### src/hdl/ctfsm_pkg.sv
// Shared constants and carrier types for the contactless tag command logic.
// Assumes a single core clock; link pins are asynchronous to it.
package ctfsm_pkg;
    localparam logic [7:0] CMD_REQA = 8'h26;
    localparam logic [7:0] CMD_WUPA = 8'h52;
    localparam logic [7:0] CMD_SEL1 = 8'h93;
    localparam logic [7:0] PAR_SELECT = 8'h70;
    localparam logic [7:0] PAR_AC_LO = 8'h20;
    localparam logic [7:0] PAR_AC_HI = 8'h67;
    localparam logic [7:0] CMD_READ = 8'h30;
    localparam logic [7:0] CMD_WRITE = 8'ha2;
    localparam logic [7:0] CMD_HALT = 8'h50;
    localparam logic [7:0] PAR_HALT = 8'h00;
    localparam logic [7:0] CASCADE_TAG = 8'h88;
    localparam logic [7:0] NUM_PAGES = 8'h10;
    localparam logic [3:0] PAGE_LOCK = 4'h2;
    localparam logic [3:0] PAGE_OTP = 4'h3;
    localparam logic [15:0] CRC_INIT = 16'h6363;
    localparam logic [15:0] CRC_POLY = 16'h8408;
    localparam logic [3:0] ACK_CODE = 4'ha;
    localparam logic [3:0] NAK_CODE = 4'h0;
    localparam logic [7:0] MAX_FRAME_BITS = 8'd163;
    localparam logic [7:0] SHORT_FRAME_BITS = 8'd8;
    localparam logic [3:0] RX_BYTES = 4'd9;
    localparam logic [31:0] CTRL_OFS = 32'h0000_0000;
    localparam logic [31:0] STATUS_OFS = 32'h0000_0004;
    localparam logic [31:0] ERRCNT_OFS = 32'h0000_0008;
    localparam logic CTRL_ENABLE_RST = 1'b1;

    typedef enum logic [2:0] {
        ST_IDLE = 3'b000,
        ST_READY1 = 3'b001,
        ST_READY2 = 3'b010,
        ST_ACTIVE = 3'b011,
        ST_HALT = 3'b100
    } ctfsm_state_e;

    typedef struct packed {
        logic clk;
        logic data;
        logic frame;
        logic viol;
    } ctfsm_link_s;
endpackage : ctfsm_pkg

### src/hdl/ctfsm_top.sv
// Command interpreter, frame checker and page memory of a contactless tag.
// Assumes the reader keeps the link clock running while a reply is sent.
//
// Contract
// - Active state performs a sixteen-byte read or a four-byte page write.
// - HALT in Active ends the session and makes Halt the waiting state.
// - Unexpected frame in Active returns the tag to its waiting state.
// - Halt is left only by WUPA; other frames keep it halted silently.
// - Blocks carry a 16-bit CRC; bit count, coding and sequence are checked.
// - Each frame starts with one start bit; each byte has odd parity.
// - Bits go least significant first, lowest address byte first.
// - No frame is longer than 163 bits.
// - Memory is pages of four bytes; erased cells read as zero.
// - Serial and check bytes fill the first nine bytes, write-protected.
// - Check bytes are XOR of cascade tag and serial bytes as defined.
// - Page two lock bits make pages three to fifteen read-only.
// - Low three bits of lock byte zero freeze their lock groups.
// - Writing page two ORs data into lock bytes; bits never clear.
// - Page two bytes zero and one ignore write data.
// - New lock configuration applies only after REQA or WUPA.
// - OTP page starts at zero and each write ORs into it.
// - Pages after OTP form the user area, zero after production.
// - REQA short frame accepted only in Idle, answered with ATQA.
// - WUPA short frame accepted in Idle and Halt, answered with ATQA.
// - Code 0x93 only in Ready1; 0x70 selects, 0x20-0x67 anticollides.
// - Select carries UID part with check byte and CRC, answered by SAK.
// - Correct cascade-one select in Ready1 moves the tag to Ready2.
// - Read of page zero in Ready1 or Ready2 enters Active directly.
// - After HALT, error recovery returns to Halt instead of Idle.
`timescale 1ns/1ns
`default_nettype none
module ctfsm_top import ctfsm_pkg::*; #(
    parameter logic [55:0] UID = 56'h77_6655_4433_2211, // Arbitrary serial number.
    parameter logic [15:0] ATQA = 16'h0101, // Arbitrary value.
    parameter logic [7:0] SAK = 8'h24 // Arbitrary value.
) (
    input wire logic core_clk,
    input wire logic sys_rst,
    input wire ctfsm_link_s link_in,
    input wire logic psel,
    input wire logic penable,
    input wire logic pwrite,
    input wire logic [31:0] paddr,
    input wire logic [31:0] pwdata,
    output logic [31:0] prdata,
    output logic pready,
    output logic pslverr,
    output logic tx_data,
    output logic tx_frame
);
    typedef struct packed {
        ctfsm_link_s sy1;
        ctfsm_link_s sy2;
        logic clk_d;
        ctfsm_state_e st;
        logic halt_wait;
        logic [15:0] lock_act;
        logic [15:0][3:0][7:0] mem;
        logic rx_on;
        logic [7:0] rx_bits;
        logic [3:0] rx_ph;
        logic [7:0] rx_cur;
        logic [8:0][7:0] rx_buf;
        logic [3:0] rx_n;
        logic rx_perr;
        logic rx_ovf;
        logic rx_viol;
        logic [17:0][7:0] tx_buf;
        logic [4:0] tx_n;
        logic [4:0] tx_i;
        logic [3:0] tx_b;
        logic tx_busy;
        logic tx_start;
        logic tx_short;
        logic tx_data;
        logic tx_frame;
        logic [7:0] tx_cnt;
        logic enable;
        logic [7:0] errcnt;
        logic pready;
        logic pslverr;
        logic [31:0] prdata;
    } ctfsm_st_s;

    ctfsm_st_s s;
    ctfsm_st_s n;

    function automatic logic [15:0] ctfsm_crc(input logic [17:0][7:0] b, input logic [4:0] cnt);
        logic [15:0] c;
        c = CRC_INIT;
        for (int i = 0; i < 18; i++) begin
            for (int k = 0; k < 8; k++) begin
                if (5'(i) < cnt) begin
                    c = (c[0] ^ b[i][k]) ? ((c >> 1) ^ CRC_POLY) : (c >> 1);
                end
            end
        end
        return c;
    endfunction : ctfsm_crc

    function automatic logic [15:0][3:0][7:0] ctfsm_init_mem(input logic [55:0] u);
        logic [15:0][3:0][7:0] m;
        m = '0;
        m[0] = {CASCADE_TAG ^ u[7:0] ^ u[15:8] ^ u[23:16], u[23:0]};
        m[1] = u[55:24];
        m[2][0] = u[31:24] ^ u[39:32] ^ u[47:40] ^ u[55:48];
        return m;
    endfunction : ctfsm_init_mem

    logic rise;
    logic fe;
    logic short_f;
    logic full_f;
    logic crc_ok;
    logic is_reqa;
    logic is_wupa;
    logic is_ac;
    logic is_sel;
    logic is_rd;
    logic is_wr;
    logic is_halt;
    logic pg_ok;
    logic wr_lock;
    logic wake;
    logic acc;
    logic [3:0] pg;
    logic [7:0] c0;
    logic [7:0] c1;
    logic [3:0][7:0] wdat;
    ctfsm_state_e wait_st;

    assign rise = s.sy2.clk & ~s.clk_d;
    assign fe = s.rx_on & ~s.sy2.frame;
    assign c0 = s.rx_buf[0];
    assign c1 = s.rx_buf[1];
    assign pg = c1[3:0];
    assign wdat = s.rx_buf[5:2];
    assign short_f = s.rx_bits == SHORT_FRAME_BITS && s.rx_n == 4'd0 && !s.rx_viol;
    assign full_f = s.rx_n != 4'd0 && s.rx_ph == 4'd0 && !s.rx_perr && !s.rx_viol
        && !s.rx_ovf;
    assign crc_ok = ctfsm_crc({72'h0, s.rx_buf}, {1'b0, s.rx_n}) == 16'h0000;
    assign is_reqa = short_f && s.rx_cur[6:0] == CMD_REQA[6:0];
    assign is_wupa = short_f && s.rx_cur[6:0] == CMD_WUPA[6:0];
    assign is_ac = full_f && s.rx_n == 4'd2 && c0 == CMD_SEL1
        && c1 >= PAR_AC_LO && c1 <= PAR_AC_HI;
    assign is_sel = full_f && s.rx_n == RX_BYTES && c0 == CMD_SEL1 && c1 == PAR_SELECT
        && crc_ok && s.rx_buf[2] == CASCADE_TAG && s.rx_buf[6:3] == s.mem[0];
    assign is_rd = full_f && s.rx_n == 4'd4 && c0 == CMD_READ && crc_ok;
    assign is_wr = full_f && s.rx_n == 4'd8 && c0 == CMD_WRITE && crc_ok;
    assign is_halt = full_f && s.rx_n == 4'd4 && c0 == CMD_HALT && c1 == PAR_HALT && crc_ok;
    assign pg_ok = c1 < NUM_PAGES;
    assign wr_lock = pg < PAGE_LOCK || (pg >= PAGE_OTP && s.lock_act[pg]);
    assign wait_st = s.halt_wait ? ST_HALT : ST_IDLE;
    assign wake = (s.st == ST_IDLE && (is_reqa || is_wupa))
        || (s.st == ST_HALT && is_wupa);
    assign acc = wake
        || (s.st == ST_READY1 && (is_ac || is_sel || (is_rd && c1 == 8'h00)))
        || (s.st == ST_READY2 && is_rd && c1 == 8'h00)
        || (s.st == ST_ACTIVE && ((is_rd && pg_ok) || is_halt || (is_wr && pg_ok && !wr_lock)));

    always_comb begin
        logic go;
        logic add_crc;
        logic [4:0] dn;
        logic [15:0] c;
        logic [15:0] m;
        go = 1'b0;
        add_crc = 1'b0;
        dn = 5'd0;
        c = 16'h0000;
        m = 16'hffff;
        n = s;
        n.sy1 = link_in;
        n.sy2 = s.sy1;
        n.clk_d = s.sy2.clk;
        // Register bus: one wait state, writes land on the completing edge.
        n.pready = psel && penable && !s.pready;
        if (psel && penable && !s.pready) begin
            n.pslverr = 1'b0;
            n.prdata = 32'h0000_0000;
            case (paddr)
                CTRL_OFS: n.prdata = {31'h0, s.enable};
                STATUS_OFS: begin
                    n.prdata = {s.lock_act, 11'h0, s.tx_busy, s.halt_wait, s.st};
                    n.pslverr = pwrite;
                end
                ERRCNT_OFS: n.prdata = {24'h0, s.errcnt};
                default: n.pslverr = 1'b1;
            endcase
        end
        if (psel && penable && s.pready && pwrite && !s.pslverr) begin
            if (paddr == CTRL_OFS) begin
                n.enable = pwdata[0];
            end
            if (paddr == ERRCNT_OFS) begin
                n.errcnt = 8'h00;
            end
        end
        // Receiver: start bit, then eight data bits and a parity bit per byte.
        if (!s.rx_on) begin
            if (s.sy2.frame && !s.tx_busy && s.enable) begin
                n.rx_on = 1'b1;
                n.rx_bits = 8'd0;
                n.rx_ph = 4'd0;
                n.rx_n = 4'd0;
                n.rx_perr = 1'b0;
                n.rx_ovf = 1'b0;
                n.rx_viol = 1'b0;
            end
        end else if (rise && s.sy2.frame) begin
            if (s.rx_bits != 8'hff) begin
                n.rx_bits = s.rx_bits + 8'd1;
            end
            if (s.rx_bits >= MAX_FRAME_BITS) begin
                n.rx_ovf = 1'b1;
            end
            if (s.sy2.viol) begin
                n.rx_viol = 1'b1;
            end
            if (s.rx_bits == 8'd0) begin
                n.rx_viol = s.sy2.viol || !s.sy2.data;
            end else if (s.rx_ph == 4'd8) begin
                if (s.sy2.data != ~^s.rx_cur) begin
                    n.rx_perr = 1'b1;
                end
                if (s.rx_n < RX_BYTES) begin
                    n.rx_buf[s.rx_n] = s.rx_cur;
                    n.rx_n = s.rx_n + 4'd1;
                end else begin
                    n.rx_ovf = 1'b1;
                end
                n.rx_ph = 4'd0;
            end else begin
                n.rx_cur[s.rx_ph[2:0]] = s.sy2.data;
                n.rx_ph = s.rx_ph + 4'd1;
            end
        end
        // Frame end: decide on the command for the current state.
        if (fe) begin
            n.rx_on = 1'b0;
            if (!acc && n.errcnt != 8'hff) begin
                n.errcnt = n.errcnt + 8'd1;
            end
            n.tx_short = 1'b0;
            case (s.st)
                ST_IDLE, ST_HALT: begin
                    if (wake) begin
                        n.st = ST_READY1;
                        n.lock_act = s.mem[2][3:2];
                        n.tx_buf[1:0] = ATQA;
                        dn = 5'd2;
                        go = 1'b1;
                    end
                end
                ST_READY1, ST_READY2: begin
                    if (s.st == ST_READY1 && is_ac) begin
                        n.tx_buf[4:0] = {s.mem[0], CASCADE_TAG};
                        dn = 5'd5;
                        go = 1'b1;
                    end else if (s.st == ST_READY1 && is_sel) begin
                        n.st = ST_READY2;
                        n.tx_buf[0] = SAK;
                        dn = 5'd1;
                        add_crc = 1'b1;
                        go = 1'b1;
                    end else if (is_rd && c1 == 8'h00) begin
                        n.st = ST_ACTIVE;
                    end else begin
                        n.st = wait_st;
                    end
                end
                ST_ACTIVE: begin
                    if (is_halt) begin
                        n.st = ST_HALT;
                        n.halt_wait = 1'b1;
                    end else if (is_wr && pg_ok && !wr_lock) begin
                        if (pg == PAGE_LOCK) begin
                            m[3] = !s.lock_act[0];
                            m[9:4] = {6{!s.lock_act[1]}};
                            m[15:10] = {6{!s.lock_act[2]}};
                            n.mem[2][3:2] = s.mem[2][3:2] | (wdat[3:2] & m);
                        end else if (pg == PAGE_OTP) begin
                            n.mem[pg] = s.mem[pg] | wdat;
                        end else begin
                            n.mem[pg] = wdat;
                        end
                        n.tx_buf[0] = {4'h0, ACK_CODE};
                        n.tx_short = 1'b1;
                        dn = 5'd1;
                        go = 1'b1;
                    end else if (is_wr || (is_rd && !pg_ok)) begin
                        n.st = wait_st;
                        n.tx_buf[0] = {4'h0, NAK_CODE};
                        n.tx_short = 1'b1;
                        dn = 5'd1;
                        go = 1'b1;
                    end else if (!is_rd) begin
                        n.st = wait_st;
                    end
                end
                default: n.st = ST_IDLE;
            endcase
            if (is_rd && acc) begin
                for (int k = 0; k < 16; k++) begin
                    n.tx_buf[k] = s.mem[4'(int'(pg) + k / 4)][k % 4];
                end
                dn = 5'd16;
                add_crc = 1'b1;
                go = 1'b1;
            end
            if (add_crc) begin
                c = ctfsm_crc(n.tx_buf, dn);
                n.tx_buf[dn] = c[7:0];
                n.tx_buf[5'(dn + 5'd1)] = c[15:8];
                dn = 5'(dn + 5'd2);
            end
            if (go) begin
                n.tx_busy = 1'b1;
                n.tx_start = 1'b1;
                n.tx_n = dn;
                n.tx_i = 5'd0;
                n.tx_b = 4'd0;
            end
        end
        // Transmitter: one bit per rising link clock edge.
        if (rise && s.tx_busy) begin
            if (s.tx_start) begin
                n.tx_start = 1'b0;
                n.tx_frame = 1'b1;
                n.tx_data = 1'b1;
                n.tx_cnt = 8'd1;
            end else if (s.tx_i == s.tx_n) begin
                n.tx_busy = 1'b0;
                n.tx_frame = 1'b0;
                n.tx_data = 1'b0;
            end else begin
                n.tx_cnt = s.tx_cnt + 8'd1;
                n.tx_data = (s.tx_b == 4'd8) ? ~^s.tx_buf[s.tx_i]
                    : s.tx_buf[s.tx_i][s.tx_b[2:0]];
                if ((s.tx_short && s.tx_b == 4'd3) || s.tx_b == 4'd8) begin
                    n.tx_b = 4'd0;
                    n.tx_i = s.tx_i + 5'd1;
                end else begin
                    n.tx_b = s.tx_b + 4'd1;
                end
            end
        end
    end

    always_ff @(posedge core_clk) begin
        if (sys_rst) begin
            s <= '0;
            s.mem <= ctfsm_init_mem(UID);
            s.enable <= CTRL_ENABLE_RST;
        end else begin
            s <= n;
        end
    end

    assign prdata = s.prdata;
    assign pready = s.pready;
    assign pslverr = s.pslverr;
    assign tx_data = s.tx_data;
    assign tx_frame = s.tx_frame;

    halt_stay_a: assert property (@(posedge core_clk) disable iff (sys_rst)
        s.st == ST_HALT && !(fe && is_wupa) |=> s.st == ST_HALT)
        else $error("halt left without wake-up");
    active_err_a: assert property (@(posedge core_clk) disable iff (sys_rst)
        fe && s.st == ST_ACTIVE && !acc |=> s.st == (s.halt_wait ? ST_HALT : ST_IDLE))
        else $error("bad frame in active did not return to waiting state");
    lock_or_a: assert property (@(posedge core_clk) disable iff (sys_rst)
        (s.mem[2][3:2] & $past(s.mem[2][3:2])) == $past(s.mem[2][3:2]))
        else $error("lock bit cleared");
    otp_or_a: assert property (@(posedge core_clk) disable iff (sys_rst)
        (s.mem[3] & $past(s.mem[3])) == $past(s.mem[3]))
        else $error("otp bit cleared");
    uid_fixed_a: assert property (@(posedge core_clk) disable iff (sys_rst)
        $stable(s.mem[1:0]) && $stable(s.mem[2][1:0]))
        else $error("serial bytes changed");
    lock_apply_a: assert property (@(posedge core_clk) disable iff (sys_rst)
        $changed(s.lock_act) |-> $past(fe && wake))
        else $error("lock configuration applied without wake-up");
    frame_len_a: assert property (@(posedge core_clk) disable iff (sys_rst)
        s.tx_cnt <= MAX_FRAME_BITS)
        else $error("reply longer than maximum frame");
    start_bit_a: assert property (@(posedge core_clk) disable iff (sys_rst)
        $rose(tx_frame) |-> tx_data ##1 tx_frame)
        else $error("reply without start bit");
    reqa_idle_a: assert property (@(posedge core_clk) disable iff (sys_rst)
        fe && is_reqa && s.st != ST_IDLE |=> s.st != ST_READY1 || $past(s.st) == ST_READY1)
        else $error("reqa accepted outside idle");
    sel_ready2_a: assert property (@(posedge core_clk) disable iff (sys_rst)
        fe && s.st == ST_READY1 && is_sel |=> s.st == ST_READY2 && s.tx_busy)
        else $error("select did not reach ready2");
endmodule : ctfsm_top
`default_nettype wire

### config.mk
export PLATFORM = sky130hd
export DESIGN_NAME = ctfsm_top
export DESIGN_NICKNAME = d
export VERILOG_FILES = /design/src/hdl/ctfsm_pkg.sv /design/src/hdl/ctfsm_top.sv
export SDC_FILE = /design/constraint.sdc
export NUM_CORES = 2
export LEC_CHECK = 0
export BUFFER_PORTS_ARGS = -buffer_cell sky130_fd_sc_hd__buf_4
export CAP_MARGIN = 0
export CORE_ASPECT_RATIO = 1.2
export CORE_UTILIZATION = 40
export CTS_BUF_LIST = sky130_fd_sc_hd__clkbuf_8
export CTS_CLUSTER_DIAMETER = 50
export DETAILED_ROUTE_END_ITERATION = 8
export HOLD_SLACK_MARGIN = 0.05
export PLACE_DENSITY = 0.53
export SYNTH_ARGS = -nofsm -noshare
export SYNTH_HDL_FRONTEND = slang
export SYNTH_SLANG_ARGS = --single-unit
### constraint.sdc
create_clock -name core_clk -period 34.5 [get_ports core_clk]
set_input_delay 1.725 -clock core_clk [delete_from_list [all_inputs] [get_ports core_clk]]
set_output_delay 1.725 -clock core_clk [all_outputs]
set_load 0.005 [all_outputs]
* After elaboration in Yosys (flattened, before gate mapping)
Index checks and enable logic that the tools add are counted.
** Word-level totals
- Register bits after elaboration :: 855
- Input bits :: 73
- Output and inout bits :: 36
** Operators by class
- Muxes and demuxes :: 969
- Equality and inequality tests :: 41
- $add $sub $neg :: 12
- Order comparisons :: 58
- Reductions and logical operators :: 118
- Bitwise operators :: 503
** Operators by type and width (number)
- 16-bit 2-to-1 mux :: 850
- 512-bit bitwise mux :: 2
- 2-bit NOT with 3-bit output :: 278
- 32-bit binary-select mux with 4-bit select :: 4
- 512-bit 2-to-1 mux :: 1
- 128-bit 2-to-1 mux :: 3
- 32-bit 2-to-1 mux :: 11
- 144-bit bitwise mux :: 2
- 1-bit XOR :: 214
- 32-bit demux with 4-bit select :: 1
- 8-bit 2-to-1 mux :: 16
- 99-bit 2-to-1 mux :: 1
- 32-bit one-hot mux with 3 select lines :: 1
- 90-bit 2-to-1 mux :: 1
- 8-bit demux with 5-bit select :: 2
- 78-bit 2-to-1 mux :: 1
- 76-bit 2-to-1 mux :: 1
- 72-bit bitwise mux :: 1
- 1-bit logical AND :: 58
- 8-bit binary-select mux with 5-bit select :: 1
- 4-bit by 5-bit less-than comparator with 1-bit output (first input constant) :: 8
- 5-bit 2-to-1 mux :: 7
- 8-bit demux with 4-bit select :: 1
- 32-bit by 3-bit equality test with 1-bit output (second input constant) :: 1
- 91 further kinds :: 235

* Logic depth before layout (Yosys ltp)
- Depth in word-level cells :: 1142
- Gate-level depth with buffers :: 127
- Depth with buffers taken out :: 92

* Worst setup path after synthesis
OpenSTA, ideal clock, no wires.
- Path type :: register to register
- Start :: register s (netlist bit c1[0])
- End :: register s[87] in the netlist's numbering
- Slack :: -996 ps
- Buffers on the path :: 59
- Data required time :: 34378 ps
- Arrival :: 35374 ps
- Cell stages (with the launch flop) :: 122
- Cells stage by stage :: dfxtp_1 -> buf_6 -> buf_1 -> clkbuf_1 -> clkbuf_1 -> clkbuf_1 -> buf_1 -> clkbuf_1 -> buf_1 -> clkbuf_1 -> clkbuf_1 -> clkbuf_1 -> clkbuf_1 -> buf_1 -> clkbuf_1 -> clkbuf_1 -> clkbuf_1 -> clkbuf_1 -> [... 86 more ...] -> xnor2_1 -> a21oi_2 -> xnor3_1 -> a21oi_1 -> xnor3_1 -> or3_1 -> a21oi_2 -> nor2_1 -> xnor2_1 -> nor4b_1 -> xnor3_1 -> xnor2_1 -> a21oi_1 -> xnor2_2 -> xnor2_1 -> a2bb2oi_1 -> a211oi_1 -> o21ai_1
** RTL lines
- from (decl) :: line ctfsm_top.sv:85 : ctfsm_st_s s;
- from (signal assigned) :: line ctfsm_top.sv:356 : s <= n;

==> impl_metrics.py <==
metrics = {
    "outcome": {
        "status": "finished clean",
    },
    "finish": {
        "filler_cell_count": 18100,
        "seqCellArea_mm2": 0.0168,
        "multi_input_area_mm2": 0.0546,
        "post-route-cell-area_mm2": 0.0802,
        "finish.net_count": 8163,
        "syn_to_final_growth_pct": 7.96,
        "layout-drive-gt1-share": 0.177,
    },
    "sta": {
        "report.final.hold_viol_count": 0,
        "rsz_0062_raised_after_global_routing": "no",
        "fin_crit_sh": 0.912,
        "timing.final.max_slew_violations": 0,
        "timing.fmax_mhz": 31.8,
        "post-route-min-period_ns": 31.46,
        "max-slew-margin-rel": 0.138,
        "pin_slew_with_the_least_headroom_to_its_limit_ns": 1.29,
        "totalNegativeSetupSlack_ns": 0,
        "finalSetupViolCount": 0,
        "timing.clock.skew_ns": 0.0709,
    },
    "route": {
        "final_antenna_net_count": 0,
        "routed_wire_length_per_instance_um": 29.5,
        "via_count_of_the_routed_design": 67800,
        "drt-initial-drc-count": 8820,
        "drt_drc_violations_left": 0,
        "average_via_count_per_standard_cell": 6.38,
        "drt-pass1-iter-count": 6,
        "totalWireLength_um": 314000,
    },
    "global_routing": {
        "grt_antenna_before_repair": 19,
        "grt_max_degree": 181,
        "global_route.overflow_total": 0,
        "gr-usage-all-layers": 0.325,
        "via_count_of_the_first_global_routing_pass": 62600,
        "grt_first_pass_wirelength_um": 449000,
    },
    "setup_path": {
        "worstSetupPathType": "flip-flop to flip-flop",
        "crit_required_ns": 35.38,
        "start_kind": "flip-flop",
        "cell_seen_most_often_among_critical_path_stages": "sky130_fd_sc_hd__xnor3_1",
        "worstPathArrival_ns": 32.34,
        "endpoint_kind": "flip-flop",
        "critical_path.reg2reg.startpoint": "s[218]",
        "crit_path_top_delay_cell": "sky130_fd_sc_hd__a222oi_1",
        "cp_max_fo": 41,
        "timing.reg2reg.setup_slack_ns": 3.04,
        "rr_worst_depth": 96,
        "rr_endpoint": "s[87]",
        "cp_slowest_stage_delay_ns": 1.00,
    },
    "yosys": {
        "postSynth.topFlopCell": "sky130_fd_sc_hd__dfxtp_1",
        "post_synthesis_cells": 8367,
        "synth.yosys.seq_area_share": 0.226,
        "netlist-cell-type-count": 144,
        "synth.yosys.warnings": 0,
        "ys_async_sr_fraction": 0,
        "ys_seq_elements": 839,
        "synth.cell_area_mm2": 0.0743,
        "synth_edf_count": 0,
        "syn_area_per_cell_um2": 8.88,
    },
    "min_path": {
        "min_delay_path_depth": 1,
        "min_delay_worst_endpoint": "n[846]",
        "hold_startpoint": "n[850]",
        "holdCritPathClass": "flip-flop to flip-flop",
    },
    "clocking": {
        "clock_insertion_delay_worst_skew_ns": 0.98,
        "htree_levels": 4,
        "cts_num_sinks": 839,
        "cts_hold_repair.buffers": 0,
        "cts_tree": "done",
        "cts-root-buf": "sky130_fd_sc_hd__clkbuf_8",
        "post_cts_resize_count": 0,
        "clk_pin_slew_ns": 0.06,
        "ctsLongestPathBuffers": 3,
        "post-cts-setup-buffers": 0,
        "cts_inserted_buffers": 162,
    },
    "power": {
        "powerDensity_mw_per_mm2": 26.0,
        "ir_worst_vdd_mv": 0.0318,
        "total_leakage_power_uw": 0.0281,
    },
    "floorplan": {
        "die_height_um": 474,
        "die_width_um": 395,
        "die_area_mm2": 0.188,
        "initial_core_util": 0.404,
        "core_mm2": 0.184,
        "rows": 172,
        "io-pin-count": 109,
    },
    "run": {
        "drv_cap": 0,
    },
    "place": {
        "gp_congestion": 0.969,
        "dp_hpwl_um": 219000,
        "buffer_ports.inserted": 69,
        "detailed_place.area_mm2": 0.0768,
    },
}
[cell usage in the layout (no fill, tap or decap), types with 18 or more instances in the layout]
master and count:
sky130_fd_sc_hd__a31oi_1 42, sky130_fd_sc_hd__xnor3_1 176, sky130_fd_sc_hd__o211ai_1 43, sky130_fd_sc_hd__nand4_1 49
sky130_fd_sc_hd__o21a_1 18, sky130_fd_sc_hd__nand2b_1 31, sky130_fd_sc_hd__inv_1 105, sky130_fd_sc_hd__nor2_1 643
sky130_fd_sc_hd__buf_4 261, sky130_fd_sc_hd__a21oi_2 19, sky130_fd_sc_hd__nor4_1 49, sky130_fd_sc_hd__xor3_1 28
sky130_fd_sc_hd__nor3_1 94, sky130_fd_sc_hd__o31ai_1 23, sky130_fd_sc_hd__a211oi_1 43, sky130_fd_sc_hd__mux2i_1 203
sky130_fd_sc_hd__o21ai_1 48, sky130_fd_sc_hd__and2_1 50, sky130_fd_sc_hd__or3_1 44, sky130_fd_sc_hd__a22o_1 19
sky130_fd_sc_hd__xnor2_2 18, sky130_fd_sc_hd__nor2b_1 27, sky130_fd_sc_hd__a21o_1 61, sky130_fd_sc_hd__o21ai_0 189
sky130_fd_sc_hd__clkbuf_8 198, sky130_fd_sc_hd__nand2_1 1584, sky130_fd_sc_hd__nand3_1 151, sky130_fd_sc_hd__or2_2 20
sky130_fd_sc_hd__mux2_2 25, sky130_fd_sc_hd__a211o_1 28, sky130_fd_sc_hd__a21oi_1 935, sky130_fd_sc_hd__dfxtp_1 832
sky130_fd_sc_hd__and3_1 45, sky130_fd_sc_hd__o21bai_1 35, sky130_fd_sc_hd__xnor2_1 552, sky130_fd_sc_hd__a22oi_1 18
sky130_fd_sc_hd__ha_1 29, sky130_fd_sc_hd__clkinv_2 18, sky130_fd_sc_hd__mux4_2 685, sky130_fd_sc_hd__xor2_1 239
[stage by stage]
| step | worst slack [ns] | cells | power, uW | utilization | hold slack, ns |
|---|---|---|---|---|---|
| after floorplan | 0.153 | 8374 | 1010 | - | 0.414 |
| after global placement | 3.85 | 10300 | 1030 | 0.418 | 0.432 |
| after detailed placement | 3.43 | 10300 | 1030 | 0.418 | 0.424 |
| after CTS | 3.35 | 10600 | 2100 | 0.437 | 0.452 |
| after global routing | 1.39 | 10600 | 2140 | 0.437 | 0.466 |
| final | 3.04 | 10600 | 2090 | 0.437 | 0.443 |
[cell usage after synthesis (all sizes together) (30+ instances only)]
cell type | number | area share
buf | 172 | 0.012
nor3 | 100 | 0.0072
xnor3 | 178 | 0.054
xor3 | 30 | 0.0096
and2 | 65 | 0.0055
ha | 31 | 0.0052
nand4 | 49 | 0.0041
a211oi | 47 | 0.0051
o21ai | 247 | 0.017
o211ai | 44 | 0.0045
o21bai | 35 | 0.0035
a31oi | 45 | 0.0040
nand2 | 1600 | 0.081
mux4 | 685 | 0.21
xnor2 | 573 | 0.070
and3 | 49 | 0.0042
clkbuf | 574 | 0.029
nor2 | 656 | 0.034
a21o | 61 | 0.0062
nand2b | 32 | 0.0027
nor4 | 52 | 0.0047
a21oi | 957 | 0.066
dfxtp | 839 | 0.23
mux2i | 210 | 0.029
xor2 | 251 | 0.031
or3 | 46 | 0.0039
inv | 69 | 0.0035
nand3 | 153 | 0.010
[area by class of cell]
type | count | share of cell area
clock buffers | 198 | 0.0340
diodes | 5 | 0.000156
multi-input cells | 6716 | 0.680
well taps | 2436 | 0.0380
flip-flops and latches | 839 | 0.210
repair buffers | 267 | 0.0259
clock inverters | 92 | 0.00887
inverters | 73 | 0.00341
[kinds of logic (layout without fill, tap and decap cells)]
family,count (synthesis),count (layout),share of synthesized area
other,1,13,0.0000505
xor gates and xnor gates,1032,1032,0.164
DFF,839,839,0.226
adders and majority gates,33,33,0.00549
AOI/OAI and AO/OA,1755,1755,0.145
muxes,923,923,0.241
buffers and inverters,819,630,0.0446
and+or+nand+nor,2965,2965,0.174
[worst max-delay path: cells and delay by family (launching register included)]
kind	cells	cell delay, ns
simple gates	21	6.18
flops	1	0.32
compound gates	31	9.85
buf+inv	7	1.97
fa+ha+maj	2	0.55
mux	4	1.28
xor+xnor	31	11.14
[worst max-delay path by stage]
stage	from	to	slack, ns	cells after the start
2_1_floorplan	c1[0]	s[87]	0.15	121
3_3_place_gp	s[218]	s[87]	3.85	94
3_5_place_dp	s[218]	s[79]	3.43	95
4_1_cts	s[218]	s[87]	3.35	94
5_1_grt	s[218]	s[87]	1.39	93
6_report	s[218]	s[87]	3.04	96
[where the power goes]
group	leakage, uW	switching, uW	internal [uW]
combinational	0.0194	25.7	8.76
clock	0.00191	501	584
sequential	0.00676	1.04	970
total	0.0281	528	1560
[metal layers]
metal  GRT usage  vias up  part of all wire
met5           0        -           0.00036
met4       0.192       18             0.067
met3      0.0852      861              0.11
met2       0.492     3955              0.44
met1       0.417    33300              0.39
li1            -    29600                 -
[state kept, by name, summed over array words and instances (netlist names)]
name / flops
pslverr: 1
pready: 1
n: 5
c1: 8
c0: 8
tx_data: 1
prdata: 24
s: 790
tx_frame: 1
No activity file was read; power rests on OpenSTA's default activity.
